`src/common/asrs_pkg.sv`:
```
// asrs_pkg: register map, field positions, reset values and states of
// the serial receiver status block.
// assumes a 32-bit AXI4-Lite register bus and a 40 MHz sys_clk.
`default_nettype none

package asrs_pkg;
  // ----------------------------------------------------------------
  // register byte addresses
  // ----------------------------------------------------------------
  localparam logic [4:0] ADDR_RX_DATA = 5'h00;
  localparam logic [4:0] ADDR_RX_STAT = 5'h04;
  localparam logic [4:0] ADDR_BAUD = 5'h08;
  localparam logic [4:0] ADDR_TX_STAT = 5'h0c;
  localparam logic [4:0] ADDR_IRQ_CTRL = 5'h10;

  // ----------------------------------------------------------------
  // receive_status_control fields
  // ----------------------------------------------------------------
  localparam int RS_PORT_EN = 7;
  localparam int RS_NINE = 6;
  localparam int RS_SINGLE = 5;
  localparam int RS_CONT = 4;
  localparam int RS_ADDR_DET = 3;
  localparam int RS_FRAMING_ERROR_FLAG = 2;
  localparam int RS_OVERRUN_ERROR_FLAG = 1;
  localparam int RS_NINTH = 0;
  localparam logic [7:0] RS_WMASK = 8'hf8;
  localparam logic [7:0] RS_RESET = 8'h00;

  // ----------------------------------------------------------------
  // transmit_status_control fields
  // ----------------------------------------------------------------
  localparam int TS_CLK_SRC = 7;
  localparam int TS_NINE = 6;
  localparam int TS_TX_EN = 5;
  localparam int TS_SYNC = 4;
  localparam int TS_HIGH_SPD = 2;
  localparam int TS_SH_EMPTY = 1;
  localparam int TS_NINTH = 0;
  localparam logic [7:0] TS_WMASK = 8'hf5;
  localparam logic [7:0] TS_RESET = 8'h02;

  // ----------------------------------------------------------------
  // irq control fields and misc
  // ----------------------------------------------------------------
  localparam int IC_RX_IE = 0;
  localparam int IC_PERIPH_IE = 1;
  localparam int IC_GLOBAL_IE = 2;
  localparam int IC_RX_AVAIL = 3;
  localparam logic [7:0] BAUD_RESET = 8'h00;
  localparam logic [3:0] OS_MID = 4'h7;
  localparam logic [3:0] OS_LAST = 4'hf;
  localparam logic [1:0] RESP_OKAY = 2'b00;
  localparam logic [1:0] RESP_SLVERR = 2'b10;

  typedef enum logic [1:0] {
    RX_IDLE,
    RX_START,
    RX_DATA,
    RX_STOP
  } asrs_rx_st_t;
endpackage

`default_nettype wire

```
`src/design/asrs_baud_tick.sv`:
```
// asrs_baud_tick: 16x oversample tick from the baud divisor.
// assumes divisor and speed select come from registers on sys_clk.
`default_nettype none

module asrs_baud_tick (
  input wire logic sys_clk,
  input wire logic nrst,
  input wire logic [7:0] divisor,
  input wire logic high_speed,
  input wire logic restart,
  output logic tick
);
  typedef struct packed {
    logic [9:0] cnt;
    logic tick;
  } asrs_bt_t;

  asrs_bt_t s_r;
  asrs_bt_t s_nxt;
  logic [9:0] limit;

  // ----------------------------------------------------------------
  // divider: period n+1 (high speed) or 4(n+1) (low speed)
  // ----------------------------------------------------------------
  always_comb begin
    s_nxt = s_r;
    limit = high_speed ? {2'b00, divisor} : {divisor, 2'b11};
    s_nxt.tick = 1'b0;
    if (restart) begin
      s_nxt.cnt = 10'h000; // new divisor takes effect at once
    end else if (s_r.cnt >= limit) begin
      s_nxt.cnt = 10'h000;
      s_nxt.tick = 1'b1;
    end else begin
      s_nxt.cnt = s_r.cnt + 10'h001;
    end
  end

  always_ff @(posedge sys_clk or negedge nrst) begin
    if (!nrst) begin
      s_r <= '0;
    end else begin
      s_r <= s_nxt;
    end
  end

  assign tick = s_r.tick;
endmodule // asrs_baud_tick

`default_nettype wire

```
`src/design/asrs_top.sv`:
```
// asrs_top: asynchronous serial receiver with status, 2-deep fifo,
// overrun and address detection, plus transmit control register.
// assumes an AXI4-Lite master on sys_clk and rx_pin from outside.
//
// What this block does
// rx available while enabled and fifo nonempty
// interrupt needs all three enables set
// framing bit stored per character, oldest shown
// data read pops fifo, next status shown
// port disable clears framing flag, rx-disable not
// framing error raises no interrupt, reception continues
// third complete character sets overrun flag
// overrun blocks new characters; rx-disable clears it
// nine-bit mode; ninth bit of oldest shown
// software reads status before data
// address mode loads only ninth-bit-one characters
// software toggles address enable around messages
// address mode delivers ninth bit always one
// software sets up divisor, enables, then receive
// bit 7 clock master, sync mode only
// bit 4 selects synchronous mode
// bit 2 high speed in async mode
// shifter-empty bit read-only, resets to one
// bits 6,5,0: nine-bit, tx enable, ninth
// receive enables override tx enable in sync
// bit 3 reads zero, ignores writes
// 16x oversample, start midpoint check, silent abort
// data bits majority sampled one tick apart
// stop bit zero marks framing error
//
// The AXI4-Lite interface to the registers and the address map were decided locally.
`default_nettype none

module asrs_top (
  input wire logic sys_clk,
  input wire logic nrst,
  input wire logic [4:0] s_axi_awaddr,
  input wire logic s_axi_awvalid,
  output logic s_axi_awready,
  input wire logic [31:0] s_axi_wdata,
  input wire logic [3:0] s_axi_wstrb,
  input wire logic s_axi_wvalid,
  output logic s_axi_wready,
  output logic [1:0] s_axi_bresp,
  output logic s_axi_bvalid,
  input wire logic s_axi_bready,
  input wire logic [4:0] s_axi_araddr,
  input wire logic s_axi_arvalid,
  output logic s_axi_arready,
  output logic [31:0] s_axi_rdata,
  output logic [1:0] s_axi_rresp,
  output logic s_axi_rvalid,
  input wire logic s_axi_rready,
  input wire logic rx_pin,
  input wire logic tx_shifter_loaded,
  output logic rx_irq,
  output logic tx_enable_eff,
  output logic clock_master,
  output logic sync_mode,
  output logic high_speed_select,
  output logic tx_nine_bit_select,
  output logic tx_ninth_bit
);
  typedef struct packed {
    logic awrdy;
    logic wrdy;
    logic aw_ok;
    logic w_ok;
    logic [4:0] awaddr;
    logic [7:0] wdata;
    logic wlane;
    logic bvalid;
    logic [1:0] bresp;
    logic arrdy;
    logic rvalid;
    logic [1:0] rresp;
    logic [7:0] rdata;
    logic [7:0] rcsr;
    logic [7:0] baud;
    logic [7:0] txctl;
    logic [2:0] irqen;
    logic rx1;
    logic rx2;
    logic rxp;
    asrs_pkg::asrs_rx_st_t st;
    logic [3:0] os;
    logic [3:0] bitn;
    logic [1:0] maj;
    logic [8:0] sh;
    logic [1:0][9:0] fd;
    logic rd;
    logic [1:0] cnt;
    logic overrun_error_flag;
    logic irq;
    logic tx_enable;
    logic mst;
    logic restart;
  } asrs_st_t;

  asrs_st_t s_r;
  asrs_st_t s_nxt;
  logic tick;
  logic rx_en;
  logic avail_c;
  logic push_c;
  logic disc_c;
  logic ovr_c;
  logic pop_c;
  logic bit_c;
  logic [9:0] head;
  logic wr_c;

  asrs_baud_tick u_tick (
    .sys_clk(sys_clk),
    .nrst(nrst),
    .divisor(s_r.baud),
    .high_speed(s_r.txctl[asrs_pkg::TS_HIGH_SPD]),
    .restart(s_r.restart),
    .tick(tick)
  );

  // ----------------------------------------------------------------
  // derived views of state
  // ----------------------------------------------------------------
  // receiver runs only async with port and continuous enable set
  assign rx_en = s_r.rcsr[asrs_pkg::RS_PORT_EN]
    && s_r.rcsr[asrs_pkg::RS_CONT] && !s_r.txctl[asrs_pkg::TS_SYNC];
  assign avail_c = rx_en && (s_r.cnt != 2'd0);
  assign head = (s_r.cnt != 2'd0) ? s_r.fd[s_r.rd] : 10'h000;
  // free slot; with two held, only a pop frees the head slot
  assign wr_c = s_r.rd ^ (s_r.cnt == 2'd1);
  // majority of the two early samples and the current line level
  assign bit_c = (s_r.maj[0] & s_r.maj[1]) | (s_r.maj[0] & s_r.rx2)
    | (s_r.maj[1] & s_r.rx2);

  // ----------------------------------------------------------------
  // next state: bus slave, registers, receiver, fifo
  // ----------------------------------------------------------------
  always_comb begin
    s_nxt = s_r;
    push_c = 1'b0;
    disc_c = 1'b0;
    ovr_c = 1'b0;
    pop_c = 1'b0;
    s_nxt.restart = 1'b0;
    // pin synchroniser; only rx2 and its delayed copy rxp feed logic
    s_nxt.rx1 = rx_pin;
    s_nxt.rx2 = s_r.rx1;
    s_nxt.rxp = s_r.rx2;
    s_nxt.txctl[asrs_pkg::TS_SH_EMPTY] = !tx_shifter_loaded;

    // write channel: address and data taken in either order
    if (s_axi_awvalid && s_r.awrdy) begin
      s_nxt.awrdy = 1'b0;
      s_nxt.aw_ok = 1'b1;
      s_nxt.awaddr = s_axi_awaddr;
    end
    if (s_axi_wvalid && s_r.wrdy) begin
      s_nxt.wrdy = 1'b0;
      s_nxt.w_ok = 1'b1;
      s_nxt.wdata = s_axi_wdata[7:0];
      s_nxt.wlane = s_axi_wstrb[0];
    end
    if (s_r.aw_ok && s_r.w_ok && !s_r.bvalid) begin
      s_nxt.aw_ok = 1'b0;
      s_nxt.w_ok = 1'b0;
      s_nxt.bvalid = 1'b1;
      s_nxt.bresp = asrs_pkg::RESP_OKAY;
      case (s_r.awaddr)
        asrs_pkg::ADDR_RX_DATA: ; // read-only, write ignored
        asrs_pkg::ADDR_RX_STAT: begin
          if (s_r.wlane) begin
            s_nxt.rcsr = (s_r.wdata & asrs_pkg::RS_WMASK)
              | (s_r.rcsr & ~asrs_pkg::RS_WMASK);
          end
        end
        asrs_pkg::ADDR_BAUD: begin
          if (s_r.wlane) begin
            s_nxt.baud = s_r.wdata;
            s_nxt.restart = 1'b1;
          end
        end
        asrs_pkg::ADDR_TX_STAT: begin
          // bit 3 and shifter-empty bit are never stored
          if (s_r.wlane) begin
            s_nxt.txctl = (s_r.wdata & asrs_pkg::TS_WMASK)
              | (s_nxt.txctl & ~asrs_pkg::TS_WMASK);
          end
        end
        asrs_pkg::ADDR_IRQ_CTRL: begin
          if (s_r.wlane) begin
            s_nxt.irqen = s_r.wdata[2:0];
          end
        end
        default: s_nxt.bresp = asrs_pkg::RESP_SLVERR;
      endcase
    end
    if (s_r.bvalid && s_axi_bready) begin
      s_nxt.bvalid = 1'b0;
      s_nxt.awrdy = 1'b1;
      s_nxt.wrdy = 1'b1;
    end

    // read channel: status is sampled before any pop takes effect
    if (s_axi_arvalid && s_r.arrdy) begin
      s_nxt.arrdy = 1'b0;
      s_nxt.rvalid = 1'b1;
      s_nxt.rresp = asrs_pkg::RESP_OKAY;
      case (s_axi_araddr)
        asrs_pkg::ADDR_RX_DATA: begin
          s_nxt.rdata = head[7:0];
          pop_c = (s_r.cnt != 2'd0);
        end
        asrs_pkg::ADDR_RX_STAT: begin
          s_nxt.rdata = {s_r.rcsr[7:3], head[9], s_r.overrun_error_flag,
            head[8]};
        end
        asrs_pkg::ADDR_BAUD: s_nxt.rdata = s_r.baud;
        asrs_pkg::ADDR_TX_STAT: s_nxt.rdata = s_r.txctl;
        asrs_pkg::ADDR_IRQ_CTRL: begin
          s_nxt.rdata = {4'h0, avail_c, s_r.irqen};
        end
        default: begin
          s_nxt.rdata = 8'h00;
          s_nxt.rresp = asrs_pkg::RESP_SLVERR;
        end
      endcase
    end
    if (s_r.rvalid && s_axi_rready) begin
      s_nxt.rvalid = 1'b0;
      s_nxt.arrdy = 1'b1;
    end

    // receiver: 16x oversampled frame recovery
    case (s_r.st)
      asrs_pkg::RX_IDLE: begin
        if (!s_r.rx2 && s_r.rxp && rx_en) begin
          s_nxt.st = asrs_pkg::RX_START;
          s_nxt.os = 4'h0;
        end
      end
      asrs_pkg::RX_START: begin
        if (tick) begin
          s_nxt.os = s_r.os + 4'h1;
          if (s_r.os == asrs_pkg::OS_MID) begin
            // glitch on the line: drop it without any flag
            if (s_r.rx2) begin
              s_nxt.st = asrs_pkg::RX_IDLE;
            end else begin
              s_nxt.st = asrs_pkg::RX_DATA;
              s_nxt.os = 4'h0;
              s_nxt.bitn = 4'h0;
            end
          end
        end
      end
      asrs_pkg::RX_DATA, asrs_pkg::RX_STOP: begin
        if (tick) begin
          s_nxt.os = s_r.os + 4'h1;
          if (s_r.os == asrs_pkg::OS_LAST - 4'h2) begin
            s_nxt.maj[0] = s_r.rx2;
          end
          if (s_r.os == asrs_pkg::OS_LAST - 4'h1) begin
            s_nxt.maj[1] = s_r.rx2;
          end
          if (s_r.os == asrs_pkg::OS_LAST) begin
            if (s_r.st == asrs_pkg::RX_DATA) begin
              s_nxt.sh[s_r.bitn] = bit_c;
              s_nxt.bitn = s_r.bitn + 4'h1;
              if (s_r.bitn == (s_r.rcsr[asrs_pkg::RS_NINE] ? 4'h8
                  : 4'h7)) begin
                s_nxt.st = asrs_pkg::RX_STOP;
              end
            end else begin
              s_nxt.st = asrs_pkg::RX_IDLE;
              // address mode drops characters with ninth bit clear
              disc_c = s_r.rcsr[asrs_pkg::RS_NINE]
                && s_r.rcsr[asrs_pkg::RS_ADDR_DET] && !s_r.sh[8];
              if (!disc_c && !s_r.overrun_error_flag) begin
                if (s_r.cnt == 2'd2 && !pop_c) begin
                  ovr_c = 1'b1;
                end else begin
                  push_c = 1'b1;
                end
              end
            end
          end
        end
      end
      default: s_nxt.st = asrs_pkg::RX_IDLE;
    endcase
    if (!rx_en) begin
      s_nxt.st = asrs_pkg::RX_IDLE;
      push_c = 1'b0;
      ovr_c = 1'b0;
    end
    if (!s_r.rcsr[asrs_pkg::RS_NINE]) begin
      s_nxt.sh[8] = 1'b0;
    end

    // fifo update; entry = {framing error, ninth bit, data}
    if (push_c) begin
      s_nxt.fd[wr_c] = {!bit_c, s_r.sh};
    end
    if (pop_c) begin
      s_nxt.rd = !s_r.rd;
    end
    s_nxt.cnt = s_r.cnt + {1'b0, push_c} - {1'b0, pop_c};

    // overrun: clearing the receive enable clears it, a new event wins
    if (!s_r.rcsr[asrs_pkg::RS_CONT]) begin
      s_nxt.overrun_error_flag = 1'b0;
    end
    if (ovr_c) begin
      s_nxt.overrun_error_flag = 1'b1;
    end

    // port disable resets the receiver: fifo, overrun flag, state and baud counter
    if (!s_r.rcsr[asrs_pkg::RS_PORT_EN]) begin
      s_nxt.cnt = 2'd0;
      s_nxt.rd = 1'b0;
      s_nxt.overrun_error_flag = 1'b0;
      s_nxt.st = asrs_pkg::RX_IDLE;
      s_nxt.restart = 1'b1;
    end

    // only the character flag reaches the interrupt, never errors
    s_nxt.irq = avail_c && (&s_r.irqen);
    s_nxt.tx_enable = s_r.txctl[asrs_pkg::TS_TX_EN]
      && !(s_r.txctl[asrs_pkg::TS_SYNC]
      && (s_r.rcsr[asrs_pkg::RS_SINGLE]
      || s_r.rcsr[asrs_pkg::RS_CONT]));
    s_nxt.mst = s_r.txctl[asrs_pkg::TS_SYNC]
      && s_r.txctl[asrs_pkg::TS_CLK_SRC];
  end

  always_ff @(posedge sys_clk or negedge nrst) begin
    if (!nrst) begin
      s_r <= '0;
      s_r.awrdy <= 1'b1;
      s_r.wrdy <= 1'b1;
      s_r.arrdy <= 1'b1;
      s_r.rx1 <= 1'b1;
      s_r.rx2 <= 1'b1;
      s_r.rxp <= 1'b1;
      s_r.rcsr <= asrs_pkg::RS_RESET;
      s_r.baud <= asrs_pkg::BAUD_RESET;
      s_r.txctl <= asrs_pkg::TS_RESET;
      s_r.st <= asrs_pkg::RX_IDLE;
    end else begin
      s_r <= s_nxt;
    end
  end

  // ----------------------------------------------------------------
  // outputs, all from state flops
  // ----------------------------------------------------------------
  assign s_axi_awready = s_r.awrdy;
  assign s_axi_wready = s_r.wrdy;
  assign s_axi_bresp = s_r.bresp;
  assign s_axi_bvalid = s_r.bvalid;
  assign s_axi_arready = s_r.arrdy;
  assign s_axi_rdata = {24'h000000, s_r.rdata};
  assign s_axi_rresp = s_r.rresp;
  assign s_axi_rvalid = s_r.rvalid;
  assign rx_irq = s_r.irq;
  assign tx_enable_eff = s_r.tx_enable;
  assign clock_master = s_r.mst;
  assign sync_mode = s_r.txctl[asrs_pkg::TS_SYNC];
  assign high_speed_select = s_r.txctl[asrs_pkg::TS_HIGH_SPD];
  assign tx_nine_bit_select = s_r.txctl[asrs_pkg::TS_NINE];
  assign tx_ninth_bit = s_r.txctl[asrs_pkg::TS_NINTH];
endmodule // asrs_top

`default_nettype wire

```
`config.mk`:
```
export PLATFORM = sky130hd
export DESIGN_NAME = asrs_top
export DESIGN_NICKNAME = d
export VERILOG_FILES = /design/src/common/asrs_pkg.sv /design/src/design/asrs_baud_tick.sv /design/src/design/asrs_top.sv
export SDC_FILE = /design/constraint.sdc
export NUM_CORES = 1
export LEC_CHECK = 0
export BUFFER_PORTS_ARGS = -buffer_cell sky130_fd_sc_hd__buf_4
export CORE_MARGIN = 2
export CORE_UTILIZATION = 40
export DETAILED_ROUTE_END_ITERATION = 8
export PLACE_DENSITY = 0.67
export SYNTH_ARGS = -nofsm -noshare
export SYNTH_HDL_FRONTEND = slang
export SYNTH_SLANG_ARGS = --single-unit
export TNS_END_PERCENT = 20
```
`constraint.sdc`:
```
create_clock -name sys_clk -period 3.5 [get_ports sys_clk]
set_input_delay 0.175 -clock sys_clk [delete_from_list [all_inputs] [get_ports sys_clk]]
set_output_delay 0.175 -clock sys_clk [all_outputs]
set_load 0.1 [all_outputs]
```
==> run_summary.xml, run 1 <==
<?xml version="1.0" encoding="UTF-8"?>
<metrics>
  <group name="outcome">
    <metric name="outcome" unit="">finished clean</metric>
  </group>
  <group name="global_route">
    <metric name="grt_antenna_before_repair" unit="">0</metric>
    <metric name="maximum_number_of_pins_on_one_net_before_global_route_repair" unit="">78</metric>
    <metric name="first_global_vias" unit="">4332</metric>
    <metric name="total_routing_usage_reported_by_global_routing" unit="%">16.90</metric>
    <metric name="grt_first_pass_wirelength" unit="um">21510</metric>
    <metric name="grt.overflow.total" unit="">0</metric>
  </group>
  <group name="yosys">
    <metric name="yosys.area.top_type" unit="">sky130_fd_sc_hd__dfrtp_1</metric>
    <metric name="asyncSetResetFlopFracSynth" unit="%">100.0</metric>
    <metric name="synth-main-ff-cell" unit="">sky130_fd_sc_hd__dfrtp_1</metric>
    <metric name="sequential_area_share_after_synthesis" unit="%">48.60</metric>
    <metric name="synth-warning-count" unit="">0</metric>
    <metric name="synth_edf_count" unit="">0</metric>
    <metric name="syn-instance-count" unit="">520</metric>
    <metric name="postSynthAreaPerCell" unit="sq um">11.62</metric>
    <metric name="ys_ff_latch" unit="">117</metric>
    <metric name="synthDistinctLibCells" unit="">62</metric>
    <metric name="synthDominantCellAreaShare" unit="%">45.56</metric>
    <metric name="ys_top_cells_by_area" unit="">sky130_fd_sc_hd__dfrtp_1, sky130_fd_sc_hd__mux2_2, sky130_fd_sc_hd__ha_1, sky130_fd_sc_hd__buf_4, sky130_fd_sc_hd__mux2i_1</metric>
    <metric name="syn_std_cell_area" unit="sq mm">0.006042</metric>
  </group>
  <group name="finish">
    <metric name="num_antenna_cells" unit="">0</metric>
    <metric name="final_core_utilization" unit="%">49.48</metric>
    <metric name="num-nets-final" unit="">668</metric>
    <metric name="final_layout_size_suffix_gt1_share" unit="%">27.24</metric>
    <metric name="finish.instance_area" unit="sq mm">0.007246</metric>
    <metric name="area_growth" unit="%">19.92</metric>
    <metric name="finish.cell_count_without_fillers" unit="">786</metric>
  </group>
  <group name="power">
    <metric name="share_seq_of_total_power" unit="%">40.1</metric>
    <metric name="power_frac_comb" unit="%">19.5</metric>
    <metric name="power-per-cell-area" unit="mW/mm^2">596.4</metric>
    <metric name="power_leakage" unit="nW">3.438</metric>
    <metric name="sw_frac_of_total" unit="%">31.95</metric>
    <metric name="share_clk_of_total_power" unit="%">40.4</metric>
    <metric name="intPower" unit="mW">2.941</metric>
    <metric name="vdd.ir_drop.worst" unit="V">0.0004457</metric>
    <metric name="design_power_total" unit="mW">4.322</metric>
    <metric name="power_switching" unit="mW">1.381</metric>
  </group>
  <group name="timing">
    <metric name="grt_setup_unrepaired" unit="">false</metric>
    <metric name="fin_crit" unit="ns">2.844</metric>
    <metric name="worstMarginPinSlew" unit="ns">0.9468</metric>
    <metric name="final.hold.worst_slack" unit="ns">0.2849</metric>
    <metric name="finalHoldViolations" unit="">0</metric>
    <metric name="drv_slew" unit="">0</metric>
    <metric name="finalCritPeriodShare" unit="%">81.25</metric>
    <metric name="finalSetupViolations" unit="">0</metric>
    <metric name="fmax" unit="GHz">0.3516</metric>
    <metric name="slew_headroom" unit="%">36.88</metric>
    <metric name="timing.final.ws_setup" unit="ns">0.6562</metric>
    <metric name="worst_clock_skew" unit="ns">0.007887</metric>
    <metric name="setup-tns-final" unit="ns">0</metric>
  </group>
  <group name="cts">
    <metric name="cts-buffers-inserted" unit="">17</metric>
    <metric name="post_cts_setup_repair_bufs" unit="">0</metric>
    <metric name="cts_tree" unit="">done</metric>
    <metric name="h-tree-depth" unit="">4</metric>
    <metric name="cts.root.buffer_cell" unit="">sky130_fd_sc_hd__clkbuf_16</metric>
    <metric name="clock-sinks" unit="">117</metric>
    <metric name="worst_skew_pair.late_latency" unit="ns">0.41</metric>
    <metric name="clock_transition_at_path_regs" unit="ns">0.06</metric>
    <metric name="clockBufferDepth" unit="">2</metric>
  </group>
  <group name="worst_setup_path">
    <metric name="required_time_of_the_critical_path" unit="ns">3.81</metric>
    <metric name="worst-endpoint-arrival" unit="ns">3.15</metric>
    <metric name="worst_setup_path_start_kind" unit="">register</metric>
    <metric name="worstPathMaxFanout" unit="">8</metric>
    <metric name="critPathCaptureType" unit="">register</metric>
    <metric name="timing_worst_setup_path_type" unit="">reg -&gt; reg</metric>
  </group>
  <group name="routing">
    <metric name="post_drt_wl_per_cell" unit="um">16.06</metric>
    <metric name="antenna_violating_nets_post_route" unit="">0</metric>
    <metric name="dr.first_iter.drc_count" unit="">312</metric>
    <metric name="via_per_inst" unit="">5.284</metric>
    <metric name="drt-total-wl" unit="um">12620</metric>
    <metric name="detail_route.drc_violations" unit="">0</metric>
    <metric name="routed-via-count" unit="">4153</metric>
    <metric name="detailedRoute.firstPassIterationCount" unit="">4</metric>
  </group>
  <group name="die">
    <metric name="initial_utilization" unit="%">41.26</metric>
    <metric name="chipHeight" unit="um">126.9</metric>
    <metric name="std_cell_rows" unit="">44</metric>
    <metric name="die_x" unit="um">126.9</metric>
    <metric name="io_pins" unit="">103</metric>
    <metric name="coreArea" unit="sq mm">0.01464</metric>
    <metric name="die-area" unit="sq mm">0.01610</metric>
  </group>
  <group name="run">
    <metric name="drv_cap" unit="">0</metric>
  </group>
  <group name="placement">
    <metric name="postPlaceCellArea" unit="sq mm">0.006406</metric>
    <metric name="numPortBuffers" unit="">49</metric>
    <metric name="placed_cell_count" unit="">730</metric>
    <metric name="place.detailed.hpwl" unit="um">8882</metric>
    <metric name="finalWeightedCongestion" unit="">0.8202</metric>
    <metric name="worst_slack_placed" unit="ns">0.7270</metric>
  </group>
  <group name="hold_path">
    <metric name="hold_class" unit="">in -&gt; reg</metric>
  </group>
</metrics>
-- Yosys cell counts (all sizes together), types with 2 or more instances --
master	count
dfrtp	110
mux2	68
buf	41
nand2	36
ha	24
inv	20
mux2i	20
o21ai	20
nand3	16
nor2	16
a211oi	14
clkbuf	10
a22oi	8
nor3	8
dfstp	7
nand2b	7
xor2	7
a21oi	6
a22o	6
and3	6
nand3b	6
and2	5
xnor2	5
a21o	4
or3	4
and3b	3
nor2b	3
nor3b	3
o21a	3
o31ai	3
a21boi	2
nand4b	2
nor4	2
o211ai	2
o32ai	2
-- cell usage in the layout (no fill, tap or decap), drive strengths merged, types with 19 or more instances in the layout --
cell / n
conb: 26
mux2: 68
dlygate4sd3: 24
mux2i: 20
buf: 52
dfrtp: 110
clkbuf: 19
o21ai: 20
ha: 24
inv: 21
nand2: 36
-- power groups by stage --
| stage | sequential, mW | clock (mW) | combinational, mW |
|---|---|---|---|
| 2_1_floorplan | 1.84 | 0 | 0.538 |
| 3_3_place_gp | 1.74 | 0 | 0.796 |
| 3_5_place_dp | 1.75 | 0 | 0.815 |
| 4_1_cts | 1.73 | 1.77 | 0.847 |
| 5_1_grt | 1.76 | 1.85 | 0.897 |
| 6_report | 1.73 | 1.75 | 0.841 |
-- state kept, by name (all words and copies together), names as in the netlist --
register            count
s_axi_bresp             1
s_axi_arready           1
s_axi_rvalid            1
u_tick.tick             1
s_axi_bvalid            1
sync_mode               1
tx_nine_bit_select      1
u_tick.s_r             10
tx_enable_eff           1
s_axi_wready            1
s_axi_rdata             8
s_axi_rresp             1
rx_irq                  1
s_r                    82
s_nxt                   2
tx_ninth_bit            1
clock_master            1
high_speed_select       1
s_axi_awready           1
-- critical path: stages (launching register included) --
cell                      delay, ns
sky130_fd_sc_hd__dfrtp_1       0.40
sky130_fd_sc_hd__inv_1         0.11
sky130_fd_sc_hd__ha_1          0.30
sky130_fd_sc_hd__o21a_1        0.24
sky130_fd_sc_hd__and3_1        0.29
sky130_fd_sc_hd__nand3_1       0.14
sky130_fd_sc_hd__or3_1         0.33
sky130_fd_sc_hd__ha_1          0.28
sky130_fd_sc_hd__inv_1         0.04
sky130_fd_sc_hd__ha_1          0.18
sky130_fd_sc_hd__xnor2_1       0.14
sky130_fd_sc_hd__xnor2_1       0.12
sky130_fd_sc_hd__and2_1        0.15
-- cells by family after synthesis --
kind of cell               count (synthesis)  share of synthesized area (%)
and+or+nand+nor                          124                          11.29
DFF                                      117                          48.60
muxes                                     88                          16.55
AOI/OAI and AO/OA                         82                          9.588
buffers and inverters                     71                          7.041
adders and majority gates                 25                          5.136
xor gates and xnor gates                  12                          1.739
other                                      1                        0.06207
-- cell type report --
cell class,count,area (sq um)
clock buffer,19,442.9
inverter,20,75.07
tap,184,230.2
fill,1267,7398
timing repair buffer,76,630.6
clock inverter,13,156.4
sequential,117,2937
multi-input combinational,357,2774
-- timing repair --
action,4_1_cts,5_1_grt
hold endpoints to repair,91,0
hold buffers,24,0
gates resized for setup,0,0
-- layer usage --
layer / global-route usage (%) / routed length [um] / vias up
li1: - / - / 1942
met1: 21.13 / 5507 / 2071
met2: 28.27 / 6314 / 124
met5: 0 / 0 / -
met3: 5.146 / 628 / 16
met4: 5.171 / 174 / 0
-- worst paths after layout --
path | end | slack [ns] | cells past startpoint | startpoint
max | s_r[6]$_DFF_PN0_ | 0.66 | 12 | s_r[47]$_DFFE_PN0P_
min | s_axi_rdata[0]$_DFFE_PN0P_ | 0.28 | 5 | s_axi_araddr[4]
max reg2reg | s_r[6]$_DFF_PN0_ | 0.66 | 12 | s_r[47]$_DFFE_PN0P_
min reg2reg | s_nxt[49]$_DFF_PN1_ | 0.36 | 0 | s_nxt[50]$_DFF_PN1_
max in group asynchronous | s_nxt[50]$_DFF_PN1_ | 2.12 | 3 | nrst
min in group asynchronous | s_r[97]$_DFFE_PN0P_ | 0.47 | 2 | nrst
(Power assumes the default switching activity.)
==> run 2, diff against run 1 <==
Settings changed: PLACE_DENSITY 0.67 to 0.69.
Clock period 3.5 ns to 2.35 ns, I/O delays scaled along.
==> run_summary.xml, run 2 (synthesis gave the netlist of run 1 again) <==
<?xml version="1.0" encoding="UTF-8"?>
<metrics>
  <group name="worst_setup_path">
    <metric name="critPathCaptureType" unit="">register</metric>
    <metric name="timing_worst_setup_path_type" unit="">reg -&gt; reg</metric>
    <metric name="required_time_of_the_critical_path" unit="ns">2.66</metric>
    <metric name="worstPathMaxFanout" unit="">3</metric>
    <metric name="worst-endpoint-arrival" unit="ns">2.78</metric>
    <metric name="worst_setup_path_start_kind" unit="">register</metric>
  </group>
  <group name="finish">
    <metric name="final_layout_size_suffix_gt1_share" unit="%">33.28</metric>
    <metric name="largest_register" unit="">s_r</metric>
    <metric name="final_common_cell" unit="">sky130_fd_sc_hd__dfrtp_1</metric>
    <metric name="area_growth" unit="%">26.73</metric>
    <metric name="num_antenna_cells" unit="">0</metric>
    <metric name="num-nets-final" unit="">700</metric>
    <metric name="finish.instance_area" unit="sq mm">0.007657</metric>
    <metric name="most-common-layout-cells" unit="">sky130_fd_sc_hd__dfrtp_1, sky130_fd_sc_hd__buf_4, sky130_fd_sc_hd__mux2_2</metric>
    <metric name="max_reg_flops" unit="">82</metric>
  </group>
  <group name="placement">
    <metric name="place.detailed.hpwl" unit="um">9232</metric>
    <metric name="postPlaceCellArea" unit="sq mm">0.006654</metric>
    <metric name="numPortBuffers" unit="">49</metric>
    <metric name="worst_slack_placed" unit="ns">-0.2121</metric>
    <metric name="finalWeightedCongestion" unit="">0.8788</metric>
  </group>
  <group name="cts">
    <metric name="cts_tree" unit="">done</metric>
    <metric name="cts.root.buffer_cell" unit="">sky130_fd_sc_hd__clkbuf_16</metric>
    <metric name="h-tree-depth" unit="">4</metric>
    <metric name="clock-sinks" unit="">117</metric>
    <metric name="clock_transition_at_path_regs" unit="ns">0.06</metric>
    <metric name="cts-buffers-inserted" unit="">17</metric>
    <metric name="worst_skew_pair.late_latency" unit="ns">0.42</metric>
    <metric name="clockBufferDepth" unit="">2</metric>
  </group>
  <group name="global_route">
    <metric name="total_routing_usage_reported_by_global_routing" unit="%">17.39</metric>
    <metric name="grt.overflow.total" unit="">0</metric>
    <metric name="grt_first_pass_wirelength" unit="um">22030</metric>
    <metric name="maximum_number_of_pins_on_one_net_before_global_route_repair" unit="">45</metric>
    <metric name="first_global_vias" unit="">4388</metric>
    <metric name="grt_antenna_before_repair" unit="">0</metric>
  </group>
  <group name="routing">
    <metric name="drt-total-wl" unit="um">13330</metric>
    <metric name="via_per_inst" unit="">5.199</metric>
    <metric name="detail_route.drc_violations" unit="">0</metric>
    <metric name="post_drt_wl_per_cell" unit="um">16.30</metric>
    <metric name="antenna_violating_nets_post_route" unit="">0</metric>
    <metric name="routed-via-count" unit="">4253</metric>
    <metric name="detailedRoute.firstPassIterationCount" unit="">4</metric>
    <metric name="dr.first_iter.drc_count" unit="">249</metric>
  </group>
  <group name="timing">
    <metric name="fmax" unit="GHz">0.4045</metric>
    <metric name="worst_clock_skew" unit="ns">0.007661</metric>
    <metric name="fin_crit" unit="ns">2.472</metric>
    <metric name="worstMarginPinSlew" unit="ns">0.6290</metric>
    <metric name="drv_slew" unit="">0</metric>
    <metric name="finalCritPeriodShare" unit="%">105.2</metric>
    <metric name="setup-tns-final" unit="ns">-0.1219</metric>
    <metric name="finalHoldViolations" unit="">0</metric>
    <metric name="finalSetupViolations" unit="">1</metric>
    <metric name="grt_setup_unrepaired" unit="">true</metric>
    <metric name="timing.final.ws_setup" unit="ns">-0.1219</metric>
    <metric name="slew_headroom" unit="%">57.48</metric>
  </group>
  <group name="power">
    <metric name="design_power_total" unit="mW">6.726</metric>
    <metric name="power-per-cell-area" unit="mW/mm^2">878.3</metric>
    <metric name="vdd.ir_drop.worst" unit="V">0.0008198</metric>
    <metric name="power_leakage" unit="nW">3.627</metric>
  </group>
  <group name="die">
    <metric name="die_x" unit="um">126.9</metric>
    <metric name="initial_utilization" unit="%">41.26</metric>
    <metric name="chipHeight" unit="um">126.9</metric>
    <metric name="die-area" unit="sq mm">0.01610</metric>
    <metric name="std_cell_rows" unit="">44</metric>
    <metric name="coreArea" unit="sq mm">0.01464</metric>
    <metric name="io_pins" unit="">103</metric>
  </group>
  <group name="run">
    <metric name="drv_cap" unit="">0</metric>
  </group>
  <group name="outcome">
    <metric name="outcome" unit="">finished, violations left</metric>
    <metric name="violated_checks" unit="">negative setup slack</metric>
  </group>
  <group name="hold_path">
    <metric name="hold_class" unit="">in -&gt; reg</metric>
  </group>
</metrics>
run 2: where the power goes:
part           switching [mW]  leakage, nW  internal, mW
sequential              0.282         1.55          2.29
combinational           0.878         1.77         0.428
clock                   0.935        0.307          1.91
run 2: what timing repair did:
item	CTS	global route
gates resized for setup	8	9
hold buffers	24	0
setup buffers	2	2
setup endpoints to repair	1	29
hold endpoints to repair	53	0
pin swaps	8	5
run 2: layout make-up:
| type | count | area (sq um) |
|---|---|---|
| Clock buffer | 20 | 446.7 |
| Clock inverter | 12 | 200.2 |
| Fill cell | 1217 | 6987 |
| Inverter | 20 | 75.07 |
| Multi-Input combinational cell | 357 | 2869 |
| Sequential cell | 117 | 2945 |
| Tap cell | 184 | 230.2 |
| Timing Repair Buffer | 108 | 890.9 |
run 2: metrics by stage:
step                util (%)  hold WS (ns)  cells
global route           52.29        0.2162    818
CTS                    51.84        0.1455    816
detailed placement     45.44       0.08406    758
finish                 52.29        0.1607    818
floorplan                  -       -0.1781    545
global placement       45.44       0.08089    758
run 2: path summary, 6_finish.rpt:
check,slack [ns],cells after the start,startpoint,end
hold / removal,0.16,6,s_axi_araddr[0],s_axi_rdata[0]$_DFFE_PN0P_
setup / recovery,-0.12,12,s_r[47]$_DFFE_PN0P_,s_r[6]$_DFF_PN0_
setup reg to reg,-0.12,12,s_r[47]$_DFFE_PN0P_,s_r[6]$_DFF_PN0_
hold reg to reg,0.36,0,s_nxt[50]$_DFF_PN1_,s_nxt[49]$_DFF_PN1_
min in group asynchronous,0.17,2,nrst,s_r[104]$_DFFE_PN0P_
max in group asynchronous,1.24,3,nrst,s_r[48]$_DFFE_PN0P_
run 2: routing by layer:
metal	up-vias	share of wire, %	track usage [%]
met2	95	50	28.34
met4	0	1.8	5.495
li1	2017	-	-
met5	-	0	0
met3	24	4.5	5.567
met1	2117	43	22.13
run 2: critical path, cell delays in order, from the launching register on:
cell and delay (ns):
sky130_fd_sc_hd__dfrtp_1 0.41, sky130_fd_sc_hd__inv_2 0.10, sky130_fd_sc_hd__ha_4 0.15, sky130_fd_sc_hd__o21a_1 0.13, sky130_fd_sc_hd__and3_4 0.20, sky130_fd_sc_hd__nand3_2 0.09
sky130_fd_sc_hd__or3_4 0.42, sky130_fd_sc_hd__ha_4 0.27, sky130_fd_sc_hd__inv_2 0.04, sky130_fd_sc_hd__ha_4 0.15, sky130_fd_sc_hd__xnor2_2 0.12, sky130_fd_sc_hd__xnor2_1 0.13
sky130_fd_sc_hd__and2_1 0.14
==> run 3, diff against run 2 <==
Settings changed: CORE_UTILIZATION 40 to 50, PLACE_DENSITY 0.69 to 0.82.
==> run_summary.xml, run 3 (synthesis gave the netlist of run 1 again) <==
<?xml version="1.0" encoding="UTF-8"?>
<metrics>
  <group name="outcome">
    <metric name="outcome" unit="">finished, violations left</metric>
    <metric name="violated_checks" unit="">negative setup slack</metric>
  </group>
  <group name="worst_setup_path">
    <metric name="crit_path_cell_trace" unit="">buf_4 -&gt; ha_1 -&gt; o21a_1 -&gt; and3_4 -&gt; nand3_2 -&gt; or3_1 -&gt; ha_1 -&gt; inv_1 -&gt; ha_2 -&gt; xnor2_2 -&gt; xnor2_1 -&gt; and2_1</metric>
    <metric name="worst_path_most_repeated_cell" unit="">sky130_fd_sc_hd__ha_1</metric>
    <metric name="cp.buffers_inverters" unit="">2</metric>
    <metric name="worst-endpoint-arrival" unit="ns">2.79</metric>
    <metric name="critical-path-top-delay-family" unit="">simple AND/OR/NAND/NOR gates</metric>
    <metric name="critical_path.slowest_cell" unit="">sky130_fd_sc_hd__dfrtp_1</metric>
    <metric name="timing_worst_setup_path_type" unit="">reg -&gt; reg</metric>
    <metric name="critPathCaptureType" unit="">register</metric>
    <metric name="largest_stage_delay_on_the_critical_path" unit="ns">0.38</metric>
    <metric name="required_time_of_the_critical_path" unit="ns">2.66</metric>
    <metric name="worst_setup_path_start_kind" unit="">register</metric>
    <metric name="worstPathMaxFanout" unit="">3</metric>
  </group>
  <group name="timing">
    <metric name="worst_clock_skew" unit="ns">0.008895</metric>
    <metric name="slew_headroom" unit="%">53.56</metric>
    <metric name="worstMarginPinSlew" unit="ns">0.6791</metric>
    <metric name="timing.final.ws_setup" unit="ns">-0.1269</metric>
    <metric name="grt_setup_unrepaired" unit="">true</metric>
    <metric name="fmax" unit="GHz">0.4037</metric>
    <metric name="setup-tns-final" unit="ns">-0.1269</metric>
    <metric name="finalHoldViolations" unit="">0</metric>
    <metric name="finalCritPeriodShare" unit="%">105.4</metric>
    <metric name="drv_slew" unit="">0</metric>
    <metric name="fin_crit" unit="ns">2.477</metric>
    <metric name="finalSetupViolations" unit="">1</metric>
  </group>
  <group name="global_route">
    <metric name="grt_antenna_before_repair" unit="">0</metric>
    <metric name="maximum_number_of_pins_on_one_net_before_global_route_repair" unit="">45</metric>
    <metric name="grt.overflow.total" unit="">0</metric>
    <metric name="total_routing_usage_reported_by_global_routing" unit="%">22.89</metric>
    <metric name="grt_first_pass_wirelength" unit="um">22820</metric>
    <metric name="first_global_vias" unit="">4571</metric>
  </group>
  <group name="routing">
    <metric name="dr.first_iter.drc_count" unit="">228</metric>
    <metric name="antenna_violating_nets_post_route" unit="">0</metric>
    <metric name="detailedRoute.firstPassIterationCount" unit="">7</metric>
    <metric name="detail_route.drc_violations" unit="">0</metric>
    <metric name="routed-via-count" unit="">4391</metric>
    <metric name="drt-total-wl" unit="um">14220</metric>
    <metric name="via_per_inst" unit="">5.601</metric>
    <metric name="post_drt_wl_per_cell" unit="um">18.14</metric>
  </group>
  <group name="finish">
    <metric name="final_core_utilization" unit="%">63.73</metric>
    <metric name="area_growth" unit="%">25.64</metric>
    <metric name="num_antenna_cells" unit="">0</metric>
    <metric name="max_reg_flops" unit="">82</metric>
    <metric name="largest_register" unit="">s_r</metric>
    <metric name="num-nets-final" unit="">703</metric>
    <metric name="final_layout_size_suffix_gt1_share" unit="%">32.81</metric>
    <metric name="finish.instance_area" unit="sq mm">0.007591</metric>
    <metric name="most-common-layout-cells" unit="">sky130_fd_sc_hd__dfrtp_1, sky130_fd_sc_hd__buf_4, sky130_fd_sc_hd__mux2_2</metric>
    <metric name="final_common_cell" unit="">sky130_fd_sc_hd__dfrtp_1</metric>
  </group>
  <group name="die">
    <metric name="die_x" unit="um">113.9</metric>
    <metric name="std_cell_rows" unit="">40</metric>
    <metric name="initial_utilization" unit="%">50.72</metric>
    <metric name="io_pins" unit="">103</metric>
    <metric name="coreArea" unit="sq mm">0.01191</metric>
    <metric name="die-area" unit="sq mm">0.01298</metric>
    <metric name="chipHeight" unit="um">113.9</metric>
  </group>
  <group name="cts">
    <metric name="clock-sinks" unit="">117</metric>
    <metric name="cts-buffers-inserted" unit="">17</metric>
    <metric name="worst_skew_pair.late_latency" unit="ns">0.42</metric>
    <metric name="cts_tree" unit="">done</metric>
    <metric name="clockBufferDepth" unit="">2</metric>
    <metric name="cts.root.buffer_cell" unit="">sky130_fd_sc_hd__clkbuf_16</metric>
    <metric name="h-tree-depth" unit="">4</metric>
    <metric name="clock_transition_at_path_regs" unit="ns">0.05</metric>
  </group>
  <group name="placement">
    <metric name="numPortBuffers" unit="">49</metric>
    <metric name="place.detailed.hpwl" unit="um">9243</metric>
    <metric name="finalWeightedCongestion" unit="">0.8348</metric>
    <metric name="postPlaceCellArea" unit="sq mm">0.006608</metric>
  </group>
  <group name="power">
    <metric name="power_leakage" unit="nW">3.657</metric>
    <metric name="vdd.ir_drop.worst" unit="V">0.0008671</metric>
    <metric name="power-per-cell-area" unit="mW/mm^2">885.0</metric>
  </group>
  <group name="hold_path">
    <metric name="hold_class" unit="">in -&gt; reg</metric>
  </group>
  <group name="run">
    <metric name="drv_cap" unit="">0</metric>
  </group>
</metrics>
## run 3: cell types whose count changed in the layout (fill, tap and decap cells not counted), moves of 2 or more
cell / delta
sky130_fd_sc_hd__buf_4: +3
sky130_fd_sc_hd__clkbuf_8: +2
sky130_fd_sc_hd__ha_1: +2
sky130_fd_sc_hd__ha_4: -3
## run 3: final timing paths
| kind | startpoint | endpoint | slack [ns] | depth (start not counted) |
|---|---|---|---|---|
| setup / recovery | s_r[47]$_DFFE_PN0P_ | s_r[6]$_DFF_PN0_ | -0.13 | 12 |
| hold / removal | s_axi_araddr[0] | s_axi_rdata[0]$_DFFE_PN0P_ | 0.19 | 6 |
| setup reg to reg | s_r[47]$_DFFE_PN0P_ | s_r[6]$_DFF_PN0_ | -0.13 | 12 |
| hold reg to reg | s_nxt[50]$_DFF_PN1_ | s_nxt[49]$_DFF_PN1_ | 0.36 | 0 |
| max in group asynchronous | nrst | s_axi_arready$_DFFE_PN1P_ | 1.27 | 3 |
| min in group asynchronous | nrst | s_r[108]$_DFFE_PN0P_ | 0.24 | 2 |
## run 3: metrics by stage
step	setup WS [ns]	power, mW	hold slack [ns]	std cells
2_1_floorplan	-0.2364	3.550	-0.1781	545
3_3_place_gp	-0.1250	3.793	0.1333	721
3_5_place_dp	-0.2262	3.855	0.1455	721
4_1_cts	-0.08647	6.717	0.1655	781
5_1_grt	-0.2104	6.958	0.2109	784
6_report	-0.1269	6.718	0.1878	784
## run 3: repair_timing
action                     4_1_cts  5_1_grt
setup buffers                    4        3
hold endpoints to repair        61        0
setup endpoints to repair        2       22
hold buffers                    24        0
resized for setup                6        5
pin swaps                        7        2
## run 3: per-layer routing
metal | wire (um) | GRT usage, % | up-vias
li1 | - | - | 2015
met1 | 5705 | 26.44 | 2201
met2 | 7518 | 40.67 | 141
met3 | 681 | 6.482 | 34
met4 | 319 | 8.049 | 0
met5 | 0 | 0 | -
## run 3: cell type report
cell class	instances	area, sq um
timing repair buffer	111	922.1
clock buffer	21	470.5
fill	862	4320
sequential	117	2944
multi-input combinational	357	2824
tap	147	183.9
inverter	20	75.07
clock inverter	11	171.4
## run 3: power breakdown
group | internal (mW) | switching, mW
combinational | 0.427 | 0.891
clock | 1.86 | 0.934
sequential | 2.29 | 0.310
total | 4.58 | 2.14
## run 3: worst register-to-register path, delay by kind of cell, from the launching register on
kind / cells / cell delay (ns)
AO/OA/AOI/OAI: 1 / 0.14
XOR/XNOR: 2 / 0.27
adder cells (fa/ha/maj): 3 / 0.64
buffers and inverters: 2 / 0.17
flip-flops: 1 / 0.38
AND/OR/NAND/NOR: 4 / 0.77
